==> src/cfg_regs_pkg.sv <==
package cfg_regs_pkg;

    localparam logic [7:0]  OFFSET_DEVICE_IDENT    = 8'h02;
    localparam logic [7:0]  OFFSET_COMMAND_CONTROL = 8'h04;
    localparam logic [5:0]  DWORD_IDENT            = 6'h00;
    localparam logic [5:0]  DWORD_COMMAND          = 6'h01;

    localparam logic [15:0] COMMAND_RESET          = 16'h0006;
    localparam logic [15:0] COMMAND_HW_ONES        = 16'h0006;
    localparam int          SYSERR_ENABLE_BIT      = 8;
    localparam int          SIGNALLED_FLAG_BIT     = 14;
    localparam logic        FLAG_RESET             = 1'h0;

    // Arbitrary neutral value, not a real part code
    localparam logic [15:0] DEVICE_IDENT_VALUE     = 16'h5a5a;

    typedef struct packed {
        logic        write;
        logic        read;
        logic [7:0]  offset;
        logic [3:0]  byte_en;
        logic [31:0] wdata;
    } cfg_req_s;

endpackage

==> src/syserr_msg_sender.sv <==
`timescale 1ns/10ps
module syserr_msg_sender (
    input  wire logic clock,
    input  wire logic reset,
    input  wire logic send,
    input  wire logic msg_ready,
    output logic      msg_valid
);

    // Events arriving while a message waits merge into it
    always_ff @(posedge clock or posedge reset) begin
        if (reset) begin
            msg_valid <= 1'h0;
        end else begin
            msg_valid <= send | (msg_valid & ~msg_ready);
        end
    end

endmodule // syserr_msg_sender

==> src/host_bridge_command_id_regs.sv <==
`timescale 1ns/10ps
// Behaviour
// Device ident is a fixed 16-bit read-only value; writes change nothing.
// Command register is 16 bits at offset 04h, reads 0006h after reset.
// With bit 8 set, enabled error events send a system-error hub message.
// With bit 8 clear, no system-error message is sent for this function.
// No system-error pin; errors are reported only by hub message.
// Message mechanism enabled by OR of both functions' enables.
// Bit 9 fast back-to-back reads zero, ignores writes.
// Bits 7 to 3 are hardwired zero, unaffected by writes.
// Peripheral bus special cycles are ignored; bit 3 stays zero.
// Bit 2 bus master permit is hardwired one.
// Bit 1 memory space permit is hardwired one.
// Bit 0 I/O space permit is hardwired zero.
// Bits 15 to 10 read zero and discard writes.
// Registers are reached by configuration reads and writes of function zero.
// Sending a message for this function's error sets the signalled flag; writing one clears it.
module host_bridge_command_id_regs (
    input  wire logic                    clock,
    input  wire logic                    reset,
    input  wire cfg_regs_pkg::cfg_req_s  cfg_req,
    output logic [31:0]                  cfg_rdata,
    output logic                         cfg_rvalid,
    input  wire logic                    err_event,
    input  wire logic                    fn1_syserr_enable,
    input  wire logic                    fn1_err_event,
    output logic                         hub_msg_valid,
    input  wire logic                    hub_msg_ready,
    output logic                         syserr_msg_enable
);

    logic        syserr_signalled_flag;
    logic [5:0]  dword;
    logic        cmd_hit;
    logic        fn0_send;
    logic        fn1_send;
    logic        send;
    logic        flag_clear;
    logic        mechanism_enable;
    logic [15:0] command_control;
    logic [15:0] status_view;
    logic        ident_hit;
    logic        unmapped_hit;
    logic        cmd_read;
    logic        enable_write;

    assign dword            = cfg_req.offset[7:2];
    assign cmd_hit          = (dword == cfg_regs_pkg::DWORD_COMMAND);
    assign ident_hit        = (dword == cfg_regs_pkg::DWORD_IDENT);
    assign unmapped_hit     = ~ident_hit & ~cmd_hit;
    assign cmd_read         = cfg_req.read & cmd_hit;
    assign enable_write     = cfg_req.write & cmd_hit & cfg_req.byte_en[1];
    assign mechanism_enable = syserr_msg_enable | fn1_syserr_enable;
    assign fn0_send         = err_event & syserr_msg_enable;
    assign fn1_send         = fn1_err_event & fn1_syserr_enable;
    assign send             = mechanism_enable & (fn0_send | fn1_send);
    assign flag_clear       = cfg_req.write & cmd_hit & cfg_req.byte_en[3]
                              & cfg_req.wdata[16 + cfg_regs_pkg::SIGNALLED_FLAG_BIT];

    // Only bit 8 is storage; hardwired bits never see a write
    assign command_control = cfg_regs_pkg::COMMAND_HW_ONES
                             | ({15'h0000, syserr_msg_enable} << cfg_regs_pkg::SYSERR_ENABLE_BIT);
    assign status_view     = {1'h0, syserr_signalled_flag, 14'h0000};

    always_ff @(posedge clock or posedge reset) begin
        if (reset) begin
            syserr_msg_enable <= cfg_regs_pkg::COMMAND_RESET[cfg_regs_pkg::SYSERR_ENABLE_BIT];
        end else if (cfg_req.write && cmd_hit && cfg_req.byte_en[1]) begin
            syserr_msg_enable <= cfg_req.wdata[cfg_regs_pkg::SYSERR_ENABLE_BIT];
        end
    end

    // Set beats clear so an event in the clearing cycle is kept
    always_ff @(posedge clock or posedge reset) begin
        if (reset) begin
            syserr_signalled_flag <= cfg_regs_pkg::FLAG_RESET;
        end else if (fn0_send) begin
            syserr_signalled_flag <= 1'h1;
        end else if (flag_clear) begin
            syserr_signalled_flag <= 1'h0;
        end
    end

    always_ff @(posedge clock or posedge reset) begin
        if (reset) begin
            cfg_rdata  <= 32'h00000000;
            cfg_rvalid <= 1'h0;
        end else begin
            cfg_rvalid <= cfg_req.read;
            if (cfg_req.read) begin
                case (dword)
                    cfg_regs_pkg::DWORD_IDENT:   cfg_rdata <= {cfg_regs_pkg::DEVICE_IDENT_VALUE, 16'h0000};
                    cfg_regs_pkg::DWORD_COMMAND: cfg_rdata <= {status_view, command_control};
                    default:                     cfg_rdata <= 32'h00000000;
                endcase
            end
        end
    end

    // Hub message is the only error report path; no pin exists
    syserr_msg_sender sender (
        .clock     (clock),
        .reset     (reset),
        .send      (send),
        .msg_ready (hub_msg_ready),
        .msg_valid (hub_msg_valid)
    );

    AST_IDENT_FIXED: assert property (@(posedge clock) disable iff (reset)
        (cfg_req.read && dword == cfg_regs_pkg::DWORD_IDENT)
        |=> (cfg_rvalid && cfg_rdata[31:16] == cfg_regs_pkg::DEVICE_IDENT_VALUE))
        else $error("device ident read wrong");

    AST_CMD_SHAPE: assert property (@(posedge clock) disable iff (reset)
        (cfg_req.read && cmd_hit)
        |=> (cfg_rdata[15:9] == 7'h00 && cfg_rdata[7:0] == 8'h06
             && cfg_rdata[8] == $past(syserr_msg_enable)))
        else $error("command read shows wrong fixed bits");

    AST_ENABLE_WRITE: assert property (@(posedge clock) disable iff (reset)
        (cfg_req.write && cmd_hit && cfg_req.byte_en[1])
        |=> (syserr_msg_enable == $past(cfg_req.wdata[8])))
        else $error("message enable did not take write");

    AST_SEND_ENABLED: assert property (@(posedge clock) disable iff (reset)
        (err_event && syserr_msg_enable) |=> hub_msg_valid)
        else $error("enabled error raised no message");

    AST_NO_SEND_DISABLED: assert property (@(posedge clock) disable iff (reset)
        (!hub_msg_valid && !(err_event && syserr_msg_enable)
         && !(fn1_err_event && fn1_syserr_enable)) |=> !hub_msg_valid)
        else $error("message without enabled cause");

    AST_FN1_SEND: assert property (@(posedge clock) disable iff (reset)
        (fn1_err_event && fn1_syserr_enable && !syserr_msg_enable) |=> hub_msg_valid)
        else $error("second function enable ignored");

    AST_MSG_HOLD: assert property (@(posedge clock) disable iff (reset)
        (hub_msg_valid && !hub_msg_ready) |=> hub_msg_valid)
        else $error("message dropped before acceptance");

    AST_FLAG_SET: assert property (@(posedge clock) disable iff (reset)
        (err_event && syserr_msg_enable) |=> syserr_signalled_flag ##0 hub_msg_valid)
        else $error("signalled flag not set");

    AST_FLAG_CLEAR: assert property (@(posedge clock) disable iff (reset)
        (syserr_signalled_flag && flag_clear && !fn0_send) |=> !syserr_signalled_flag)
        else $error("write one did not clear flag");

    AST_FLAG_STICKY: assert property (@(posedge clock) disable iff (reset)
        (syserr_signalled_flag && !flag_clear) |=> syserr_signalled_flag)
        else $error("signalled flag lost");

    AST_RESET_STATE: assert property (@(posedge clock)
        reset
        |=> (!cfg_rvalid && cfg_rdata == 32'h00000000 && !hub_msg_valid
             && !syserr_msg_enable && !syserr_signalled_flag))
        else $error("state not cleared by reset");

    AST_RVALID_AFTER_READ: assert property (@(posedge clock) disable iff (reset)
        cfg_req.read
        |=> cfg_rvalid)
        else $error("read gave no valid pulse");

    AST_RVALID_ONLY_READ: assert property (@(posedge clock) disable iff (reset)
        !cfg_req.read
        |=> !cfg_rvalid)
        else $error("valid pulse without a read");

    AST_RDATA_HOLDS: assert property (@(posedge clock) disable iff (reset)
        !cfg_req.read
        |=> $stable(cfg_rdata))
        else $error("read data moved without a read");

    AST_UNMAPPED_ZERO: assert property (@(posedge clock) disable iff (reset)
        (cfg_req.read && unmapped_hit)
        |=> (cfg_rdata == 32'h00000000))
        else $error("unmapped read not zero");

    AST_IDENT_LOW_HALF: assert property (@(posedge clock) disable iff (reset)
        (cfg_req.read && ident_hit)
        |=> (cfg_rdata[15:0] == 16'h0000))
        else $error("ident dword low half not zero");

    AST_IDENT_WRITE_NO_EFFECT: assert property (@(posedge clock) disable iff (reset)
        (cfg_req.write && ident_hit)
        |=> $stable(syserr_msg_enable))
        else $error("ident write changed state");

    AST_IDENT_WRITE_FLAG: assert property (@(posedge clock) disable iff (reset)
        (cfg_req.write && ident_hit && !fn0_send)
        |=> $stable(syserr_signalled_flag))
        else $error("ident write changed flag");

    AST_FAST_B2B_ZERO: assert property (@(posedge clock) disable iff (reset)
        cmd_read
        |=> !cfg_rdata[9])
        else $error("bit 9 not zero");

    AST_FIXED_ZEROS: assert property (@(posedge clock) disable iff (reset)
        cmd_read
        |=> (cfg_rdata[7:3] == 5'h00))
        else $error("bits 7 to 3 not zero");

    AST_SPECIAL_CYCLE_OFF: assert property (@(posedge clock) disable iff (reset)
        cmd_read
        |=> !cfg_rdata[3])
        else $error("bit 3 not zero");

    AST_BUS_MASTER_ON: assert property (@(posedge clock) disable iff (reset)
        cmd_read
        |=> cfg_rdata[2])
        else $error("bus master bit not one");

    AST_MEMORY_ON: assert property (@(posedge clock) disable iff (reset)
        cmd_read
        |=> cfg_rdata[1])
        else $error("memory space bit not one");

    AST_IO_OFF: assert property (@(posedge clock) disable iff (reset)
        cmd_read
        |=> !cfg_rdata[0])
        else $error("io space bit not zero");

    AST_RESERVED_ZERO: assert property (@(posedge clock) disable iff (reset)
        cmd_read
        |=> (cfg_rdata[15:10] == 6'h00))
        else $error("reserved bits not zero");

    AST_STATUS_SHOWN: assert property (@(posedge clock) disable iff (reset)
        cmd_read
        |=> (cfg_rdata[31:16] == {1'h0, $past(syserr_signalled_flag), 14'h0000}))
        else $error("status half wrong");

    AST_ENABLE_HOLDS: assert property (@(posedge clock) disable iff (reset)
        !enable_write
        |=> $stable(syserr_msg_enable))
        else $error("enable moved without a write");

    AST_OTHER_LANES_IGNORED: assert property (@(posedge clock) disable iff (reset)
        (cfg_req.write && cmd_hit && !cfg_req.byte_en[1])
        |=> $stable(syserr_msg_enable))
        else $error("enable taken from wrong lane");

    AST_UNMAPPED_WRITE: assert property (@(posedge clock) disable iff (reset)
        (cfg_req.write && unmapped_hit)
        |=> $stable(syserr_msg_enable))
        else $error("unmapped write changed enable");

    AST_ENABLE_SET_WRITE: assert property (@(posedge clock) disable iff (reset)
        (enable_write && cfg_req.wdata[cfg_regs_pkg::SYSERR_ENABLE_BIT])
        |=> syserr_msg_enable)
        else $error("enable not set by write");

    AST_ENABLE_CLEAR_WRITE: assert property (@(posedge clock) disable iff (reset)
        (enable_write && !cfg_req.wdata[cfg_regs_pkg::SYSERR_ENABLE_BIT])
        |=> !syserr_msg_enable)
        else $error("enable not cleared by write");

    AST_FLAG_FN0_ONLY: assert property (@(posedge clock) disable iff (reset)
        (!syserr_signalled_flag && !fn0_send)
        |=> !syserr_signalled_flag)
        else $error("flag set without own message");

    AST_FN1_NO_FLAG: assert property (@(posedge clock) disable iff (reset)
        (!syserr_signalled_flag && fn1_send && !fn0_send)
        |=> !syserr_signalled_flag)
        else $error("second function set the flag");

    AST_SET_BEATS_CLEAR: assert property (@(posedge clock) disable iff (reset)
        (fn0_send && flag_clear)
        |=> syserr_signalled_flag)
        else $error("clear beat a new event");

    AST_CLEAR_NEEDS_LANE: assert property (@(posedge clock) disable iff (reset)
        (syserr_signalled_flag && cfg_req.write && cmd_hit && !cfg_req.byte_en[3])
        |=> syserr_signalled_flag)
        else $error("flag cleared from wrong lane");

    AST_FLAG_NEEDS_ENABLE: assert property (@(posedge clock) disable iff (reset)
        (!syserr_signalled_flag && !syserr_msg_enable)
        |=> !syserr_signalled_flag)
        else $error("flag set while disabled");

    AST_FN0_DISABLED_QUIET: assert property (@(posedge clock) disable iff (reset)
        (err_event && !syserr_msg_enable && !fn1_err_event && !hub_msg_valid)
        |=> !hub_msg_valid)
        else $error("disabled error raised a message");

    AST_BOTH_OFF_QUIET: assert property (@(posedge clock) disable iff (reset)
        (!hub_msg_valid && !syserr_msg_enable && !fn1_syserr_enable)
        |=> !hub_msg_valid)
        else $error("message with both enables off");

    AST_MSG_RELEASE: assert property (@(posedge clock) disable iff (reset)
        (hub_msg_valid && hub_msg_ready && !send)
        |=> !hub_msg_valid)
        else $error("accepted message not released");

    AST_SEND_RAISES_MSG: assert property (@(posedge clock) disable iff (reset)
        send
        |=> hub_msg_valid)
        else $error("send gave no message");

endmodule // host_bridge_command_id_regs

==> config.mk <==
export PLATFORM = sky130hd
export DESIGN_NAME = host_bridge_command_id_regs
export DESIGN_NICKNAME = d
export VERILOG_FILES = /design/src/cfg_regs_pkg.sv /design/src/syserr_msg_sender.sv /design/src/host_bridge_command_id_regs.sv
export SDC_FILE = /design/constraint.sdc
export NUM_CORES = 1
export LEC_CHECK = 0
export BUFFER_PORTS_ARGS = -buffer_cell sky130_fd_sc_hd__buf_2
export CAP_MARGIN = 20
export CORE_MARGIN = 4
export CORE_UTILIZATION = 28
export CTS_CLUSTER_DIAMETER = 30
export DETAILED_ROUTE_END_ITERATION = 10
export GPL_ROUTABILITY_DRIVEN = 0
export GPL_TIMING_DRIVEN = 1
export PLACE_DENSITY = 0.77
export SLEW_MARGIN = 20
export SYNTH_ARGS = -nofsm -noshare
export SYNTH_HDL_FRONTEND = slang
export SYNTH_SLANG_ARGS = --single-unit
==> constraint.sdc <==
create_clock -name clock -period 1 [get_ports clock]
set_input_delay 0.15 -clock clock [delete_from_list [all_inputs] [get_ports clock]]
set_output_delay 0.15 -clock clock [all_outputs]
set_load 0.05 [all_outputs]
; Word level (Yosys, flattened, before mapping)
; Index checks and enable logic that the tools add are counted.
; W data, S select, Z words.
[word_totals]
ff_bits = 36
input_bits = 52
output_inout_bits = 35
elab_cells = 24
[op_classes]
eq_ne = 1
muxes = 3
n_bitwise = 11
reduce_logical = 4
[op_table]
columns = op, count
row1 = $pmux W31 S2, 1
row2 = $and A1 B1 Y1, 7
row3 = $eq A6 B1 Y1 const B, 1
row4 = $logic_not A6 Y1, 1
row5 = $or A1 B1 Y1, 3
row6 = $logic_and A1 B1 Y1, 2
row7 = $mux W1, 2
row8 = $reduce_bool A2 Y1, 1
row9 = $not A1 Y1, 1

; Longest topological paths before layout
; Gate-level depths: netlist (run 1).
[logic_depth]
word_depth = 6
mapped_depth = 3
mapped_depth_nobuf = 3

; Hierarchy
; A second synthesis (run 1) with hierarchy kept.
[hier_totals]
cells_unflattened = 62
hier_area_um2 = 571.8
[by_module_without_submodules]
columns = mod, n_inst, cells_each, area_per_inst_um2, seq_area_each_um2
row1 = host_bridge_command_id_regs, 1, 58, 531.8, 175.2
row2 = syserr_msg_sender, 1, 4, 40.0, 25.0

; Least setup slack after synthesis (run 1)
; No wires, ideal clock.
[synth_path]
path_type = register -> register
start = reg syserr_msg_enable
end = reg syserr_signalled_flag
setup_time_ns = 0.121
t_arrival_ns = 1.101
required_time_ns = 0.879
path_slack_ns = -0.222
path_stages_with_launch = 4
path_buffers = 0
synth_period_minus_slack_ns = 1.222
cell_sequence = dfrtp_1 and2_1 nand4b_1 o22a_1
[synth_between]
elab_chain_cells = 2
word_cells_on_any_way = 3
cone_classes = mux (1) / bitwise (1) / reduce/logical (1)
[synth_lines]
columns = element, line
row1 = from (decl), host_bridge_command_id_regs.sv:29  ; output logic syserr_msg_enable
row2 = from (signal assigned), host_bridge_command_id_regs.sv:67  ; syserr_msg_enable <= cfg_regs_pkg::COMMAND_RESET[cfg_regs_pkg::SYSERR_ENABLE_BIT];
row3 = from (signal assigned), host_bridge_command_id_regs.sv:69  ; syserr_msg_enable <= cfg_req.wdata[cfg_regs_pkg::SYSERR_ENABLE_BIT];
row4 = $and A1 B1 Y1 (*), host_bridge_command_id_regs.sv:54  ; assign fn0_send = err_event & syserr_msg_enable;
row5 = $mux W1 or $reduce_bool A2 Y1 (tied branches), --
row6 = to (signal assigned), host_bridge_command_id_regs.sv:76  ; syserr_signalled_flag <= cfg_regs_pkg::FLAG_RESET;
row7 = to (decl), host_bridge_command_id_regs.sv:32  ; logic syserr_signalled_flag;
; Every way passes the cells marked *; elsewhere a longest branch is shown, timed or not.
; A chain may end at the register's enable or synchronous reset.

; Worst setup path after layout (run 1)
[layout_path]
start = reg syserr_msg_enable
end = out syserr_msg_enable
; No word-level cell between the ends.

==> results of run 1 <==
per-stage QoR:
step / hold slack [ns] / util
finish: 0.1069 / 0.3897
global route: 0.1094 / 0.3897
CTS: 0.09999 / 0.3846
detailed placement: 0.1174 / 0.3342
global placement: 0.09876 / 0.3342
floorplan: -0.03454 / -
kinds of logic after synthesis:
logic type	count (synthesis)	synth area share
flip-flops	8	0.3448
buffers and inverters	34	0.4009
AND/OR/NAND/NOR	10	0.1250
AO/OA/AOI/OAI	6	0.07973
multiplexers	2	0.04310
other	1	0.006459
power by group:
part	switching, mW	leakage (nW)	total (mW)	internal [mW]
Clock	0.112	0.0150	0.265	0.153
Sequential	0.0153	0.0990	0.367	0.352
Combinational	0.280	0.309	0.378	0.0976
Total	0.408	0.423	1.01	0.602
worst paths after layout:
path	cells after the start	end	startpoint	slack [ns]
min	1	cfg_rvalid	cfg_req[44]	0.11
min reg2reg	1	sender.msg_valid	sender.msg_valid	0.51
min in group asynchronous	3	cfg_rdata[30]	reset	0.39
max in group asynchronous	3	cfg_rdata[2]	reset	0.35
max reg2reg	3	syserr_signalled_flag	syserr_msg_enable	0
max	2	syserr_msg_enable	syserr_msg_enable	-0.07
synth_stat cells:
cell / n
buf_4: 28
dfrtp_1: 8
inv_1: 6
nand2_1: 2
o22ai_1: 2
a221o_1: 1
a41o_1: 1
and2_1: 1
and3_1: 1
conb_1: 1
mux2_4: 1
mux2i_1: 1
nand3_1: 1
nand3_2: 1
nand4b_1: 1
nor2_2: 1
nor2b_1: 1
nor3_4: 1
o21ai_0: 1
o22a_1: 1
state kept, by name, summed over array words and instances (netlist names):
signal,cells
cfg_rdata,4
syserr_msg_enable,1
cfg_rvalid,1
syserr_signalled_flag,1
sender.msg_valid,1
timing repair:
action / 4_1_cts / 5_1_grt
cloned: 0 / 0
resized for setup: 19 / 3
endpoints found under the hold margin: 8 / 0
buffers inserted: 1 / 0
endpoints found under the setup margin: 13 / 12
hold buffers: 1 / 0
area by class of cell:
class,count,area [sq um]
multi-input cells,39,225.2
inverters,6,22.52
fillers,227,1197
flip-flops and latches,8,203.9
well taps,27,33.78
repair buffers,35,252.7
clock buffers,4,26.28
per-layer routing:
metal	vias to the layer above	routed length, microns	part of all wire
met5	-	0	0
met4	0	0	0
met3	0	156	0.14
met2	30	589	0.51
met1	182	399	0.35
li1	212	-	-
==> flow_metrics.tcl, run 1 <==
set metrics [dict create \
    numCtsBuffers 3 \
    insertion_delay_ns 0.26 \
    timing_max_transition_violations_final 0 \
    clk_pin_slew_worst_paths_ns 0.06 \
    postSynthAreaPerCell_sq_um 9.517 \
    end_kind "output port" \
    finalCritPeriodShare 1.073 \
    clock-sinks 8 \
    yosys.area.top_type "buf_4" \
    final_cell_mix "conb_1 (21), buf_2 (17), buf_4 (9), inv_1 (6), buf_6 (6)" \
    yosysWarnings 0 \
    ioPinCount 87 \
    drc 0 \
    power.density_nw_per_um2 1321 \
    clock_path_buffers 2 \
    h-tree-depth 1 \
    hold_violations 0 \
    routed_wl_mm 1.145 \
    cp-start-kind "flop" \
    area_growth_pct 31.68 \
    status "finished with violations" \
    worstPathRequired_ns 0.85 \
    coreArea_sq_um 1962 \
    finalNonFillerCells 119 \
    overflow 0 \
    place_ws_ns -0.03177 \
    final_common_cell "conb_1" \
    p_leak_nw 0.4232 \
    setup_ws_ns -0.07260 \
    die_width_microns 53.54 \
    start_util 0.2959 \
    worstPathCellList "buf_6 -> buf_8" \
    num_rows 16 \
    setup_viol 8 \
    hold_path_class "in2reg" \
    use_met2 0.1306 \
    cp_slowest_cell "dfrtp_2" \
    rsz0062_at_grt "true" \
    vias 424 \
    fin_crit_ns 1.073 \
    vias_per_cell 3.563 \
    dp_hpwl_microns 985.5 \
    crit_fanout 2 \
    path_delay_family "flip-flops" \
    dieArea_sq_um 2866 \
    clockRootBuffer "clkbuf_4" \
    synthCells 61 \
    syn_area_sq_um 580.6 \
    first_global_vias 384 \
    synth_top_area_share 0.3621 \
    final_cell_area_sq_um 764.5 \
    routedWlPerCell_microns 9.622 \
    critPathKind "reg2out" \
    violations "negative setup slack" \
    drive_above_1_share 0.4891 \
    port_buffers 31 \
    top_usage_layer "met2" \
    synth_cell_types 20 \
    synth-seq-cells 8 \
    drv_cap 0 \
    fmax_ghz 0.9323 \
    grt_start_max_net_pins 9 \
    fp.dieH_microns 53.54 \
    ys_seq_area_frac 0.3448 \
    grt_use_met1 0.08149 \
    antenna_found_initial 0 \
    total_power_mw 1.010 \
    grt_pass1_wl_mm 1.593 \
    final_nets 145 \
    ir_drop_uv 914.5 \
    ant_nets 0 \
    arrival_ns 0.92 \
    crit_buf_inv 2 \
    grtUsageMet3 0.05263 \
    cts_tree "built" \
    synth_top_cells_by_area "buf_4 (36%), dfrtp_1 (34%), inv_1 (3.9%)" \
    place_area_sq_um 655.6 \
    n_antenna_cell 0 \
    dp.cells 113 \
    grt_usage 0.07777 \
    first_pass_iters 2 \
    drtIter0Drc 1 \
    skew_ns 0.009253 \
    setup_tns_ns -0.4867 \
    slowest_delay_ns 0.41 \
]
Power figures use the tool's default switching activity.
==> run 2: changes to the inputs <==
--- a/config.mk
+++ b/config.mk
@@ -9,11 +9,13 @@
 export CAP_MARGIN = 20
 export CORE_MARGIN = 4
 export CORE_UTILIZATION = 28
+export CTS_BUF_LIST = sky130_fd_sc_hd__clkbuf_8
 export CTS_CLUSTER_DIAMETER = 30
 export DETAILED_ROUTE_END_ITERATION = 10
 export GPL_ROUTABILITY_DRIVEN = 0
 export GPL_TIMING_DRIVEN = 1
 export PLACE_DENSITY = 0.77
+export RECOVER_POWER = 100
 export SLEW_MARGIN = 20
 export SYNTH_ARGS = -nofsm -noshare
 export SYNTH_HDL_FRONTEND = slang
==> run 2 against run 1 <==
Worst setup slack improved by 0.032 ns. Critical path depth is the same. Largest power group is now clock. Critical endpoint unchanged. The flow still finishes with violations (negative setup slack). Cell count unchanged. Combinational power decreased by 2%. Cell area decreased by 0.33%. Highest routed layer is now met4. Total power increased by 12%. Clock skew down 0.0032 ns. Via count rose by 3.1%.
==> flow_metrics.tcl, run 2 (synthesized netlist as in run 1, its figures left out) <==
set metrics [dict create \
    status "finished with violations" \
    violations "negative setup slack" \
    cts_tree "built" \
    routed_wl_mm 1.176 \
    insertion_delay_ns 0.23 \
    clock_path_buffers 2 \
    vias 437 \
    setup_viol 7 \
    dieArea_sq_um 2866 \
    p_leak_nw 0.4263 \
    clk_pin_slew_worst_paths_ns 0.04 \
    final.fill_count 228 \
    fin_hold_ws_ns 0.1512 \
    cp-start-kind "flop" \
    post-route-util 0.3884 \
    fin_crit_ns 1.041 \
    fmax_ghz 0.9610 \
    drive_above_1_share 0.4783 \
    routedWlPerCell_microns 9.882 \
    multi_input_area_sq_um 219.0 \
    grt_usage 0.08125 \
    power.density_nw_per_um2 1490 \
    hp-start "cfg_req[8]" \
    clock-sinks 8 \
    drv_cap 0 \
    top_register "cfg_rdata" \
    final_common_cell "conb_1" \
    ioPinCount 87 \
    ir_drop_uv 857.4 \
    num_rows 16 \
    dp_hpwl_microns 985.5 \
    final_cell_mix "conb_1 (21), buf_2 (17), buf_4 (10), inv_1 (7), dfrtp_1 (5)" \
    drc 0 \
    drtIter0Drc 1 \
    first_pass_iters 4 \
    coreArea_sq_um 1962 \
    finalNonFillerCells 119 \
    h-tree-depth 1 \
    critPathKind "reg2out" \
    first_global_vias 389 \
    largest_reg_flops 4 \
    end_kind "output port" \
    grt_pass1_wl_mm 1.649 \
    hold_violations 0 \
    rrSetupSlack_ns 0.01 \
    grt_start_max_net_pins 9 \
    rr_endpoint "syserr_signalled_flag" \
    worstPathRequired_ns 0.85 \
    arrival_ns 0.89 \
    final_nets 145 \
    clockRootBuffer "clkbuf_8" \
    setup_ws_ns -0.04061 \
    ant_nets 0 \
    timing_max_transition_violations_final 0 \
    finalCritPeriodShare 1.041 \
    n_antenna_cell 0 \
    r2r_start "syserr_msg_enable" \
    r2r_cells 3 \
    numCtsBuffers 3 \
    dp.cells 113 \
    skew_ns 0.006034 \
    overflow 0 \
    vias_per_cell 3.672 \
    die_width_microns 53.54 \
    min_to "syserr_msg_enable" \
    crit_fanout 2 \
    final-seq-area_sq_um 203.9 \
    area_growth_pct 31.25 \
    total_power_mw 1.135 \
    port_buffers 31 \
    fp.dieH_microns 53.54 \
    hold_depth 2 \
    antenna_found_initial 0 \
    rsz0062_at_grt "true" \
    hold_path_class "in2reg" \
    start_util 0.2959 \
]
[run 2: routing by layer]
| metal | vias up | GRT usage | part of all wire |
|---|---|---|---|
| met2 | 33 | 0.1347 | 0.50 |
| met1 | 190 | 0.08319 | 0.35 |
| met5 | - | 0 | 0 |
| met3 | 2 | 0.04432 | 0.14 |
| li1 | 212 | - | - |
| met4 | 0 | 0.03830 | 0.0051 |
[run 2: report_power, final]
| part | switching (mW) | internal [mW] |
|---|---|---|
| logic | 0.278 | 0.0934 |
| registers | 0.0157 | 0.353 |
| clock network | 0.129 | 0.266 |
[run 2: through the flow]
stage | cell area (sq um) | setup TNS (ns) | worst slack [ns]
detailed placement | 655.6 | -0.03537 | -0.03177
finish | 762.0 | -0.2404 | -0.04061
floorplan | 661.9 | -0.1574 | -0.1061
global route | 762.0 | -0.4948 | -0.06224
global placement | 655.6 | -0.003501 | -0.003501
CTS | 758.2 | -0.3191 | -0.04620
[run 2: cell type report]
class,instances,share of cell area
clock buffer,3,0.05419
clock inverter,1,0.004926
inverter,6,0.02956
multi-input combinational,39,0.2874
sequential,8,0.2677
tap,27,0.04433
timing repair buffer,35,0.3120
[run 2: worst max-delay path by stage]
stage / to / cells after the start / from
global placement: syserr_msg_enable / 4 / cfg_req[43]
finish: syserr_msg_enable / 2 / syserr_msg_enable
floorplan: syserr_signalled_flag / 3 / syserr_msg_enable
CTS: syserr_msg_enable / 2 / syserr_msg_enable
global route: cfg_rdata[25] / 1 / cfg_rdata[28]
detailed placement: syserr_msg_enable / 4 / cfg_req[43]
[run 2: critical path, cell delays in order (launching register included)]
cell and delay [ns]:
dfrtp_2 0.40, buf_6 0.12, buf_8 0.14
[run 2: repair_timing]
item / CTS / global route
hold buffers: 1 / 0
buffers inserted: 1 / 0
hold endpoints to repair: 8 / 0
gates resized for setup: 14 / 5
setup endpoints to repair: 10 / 13
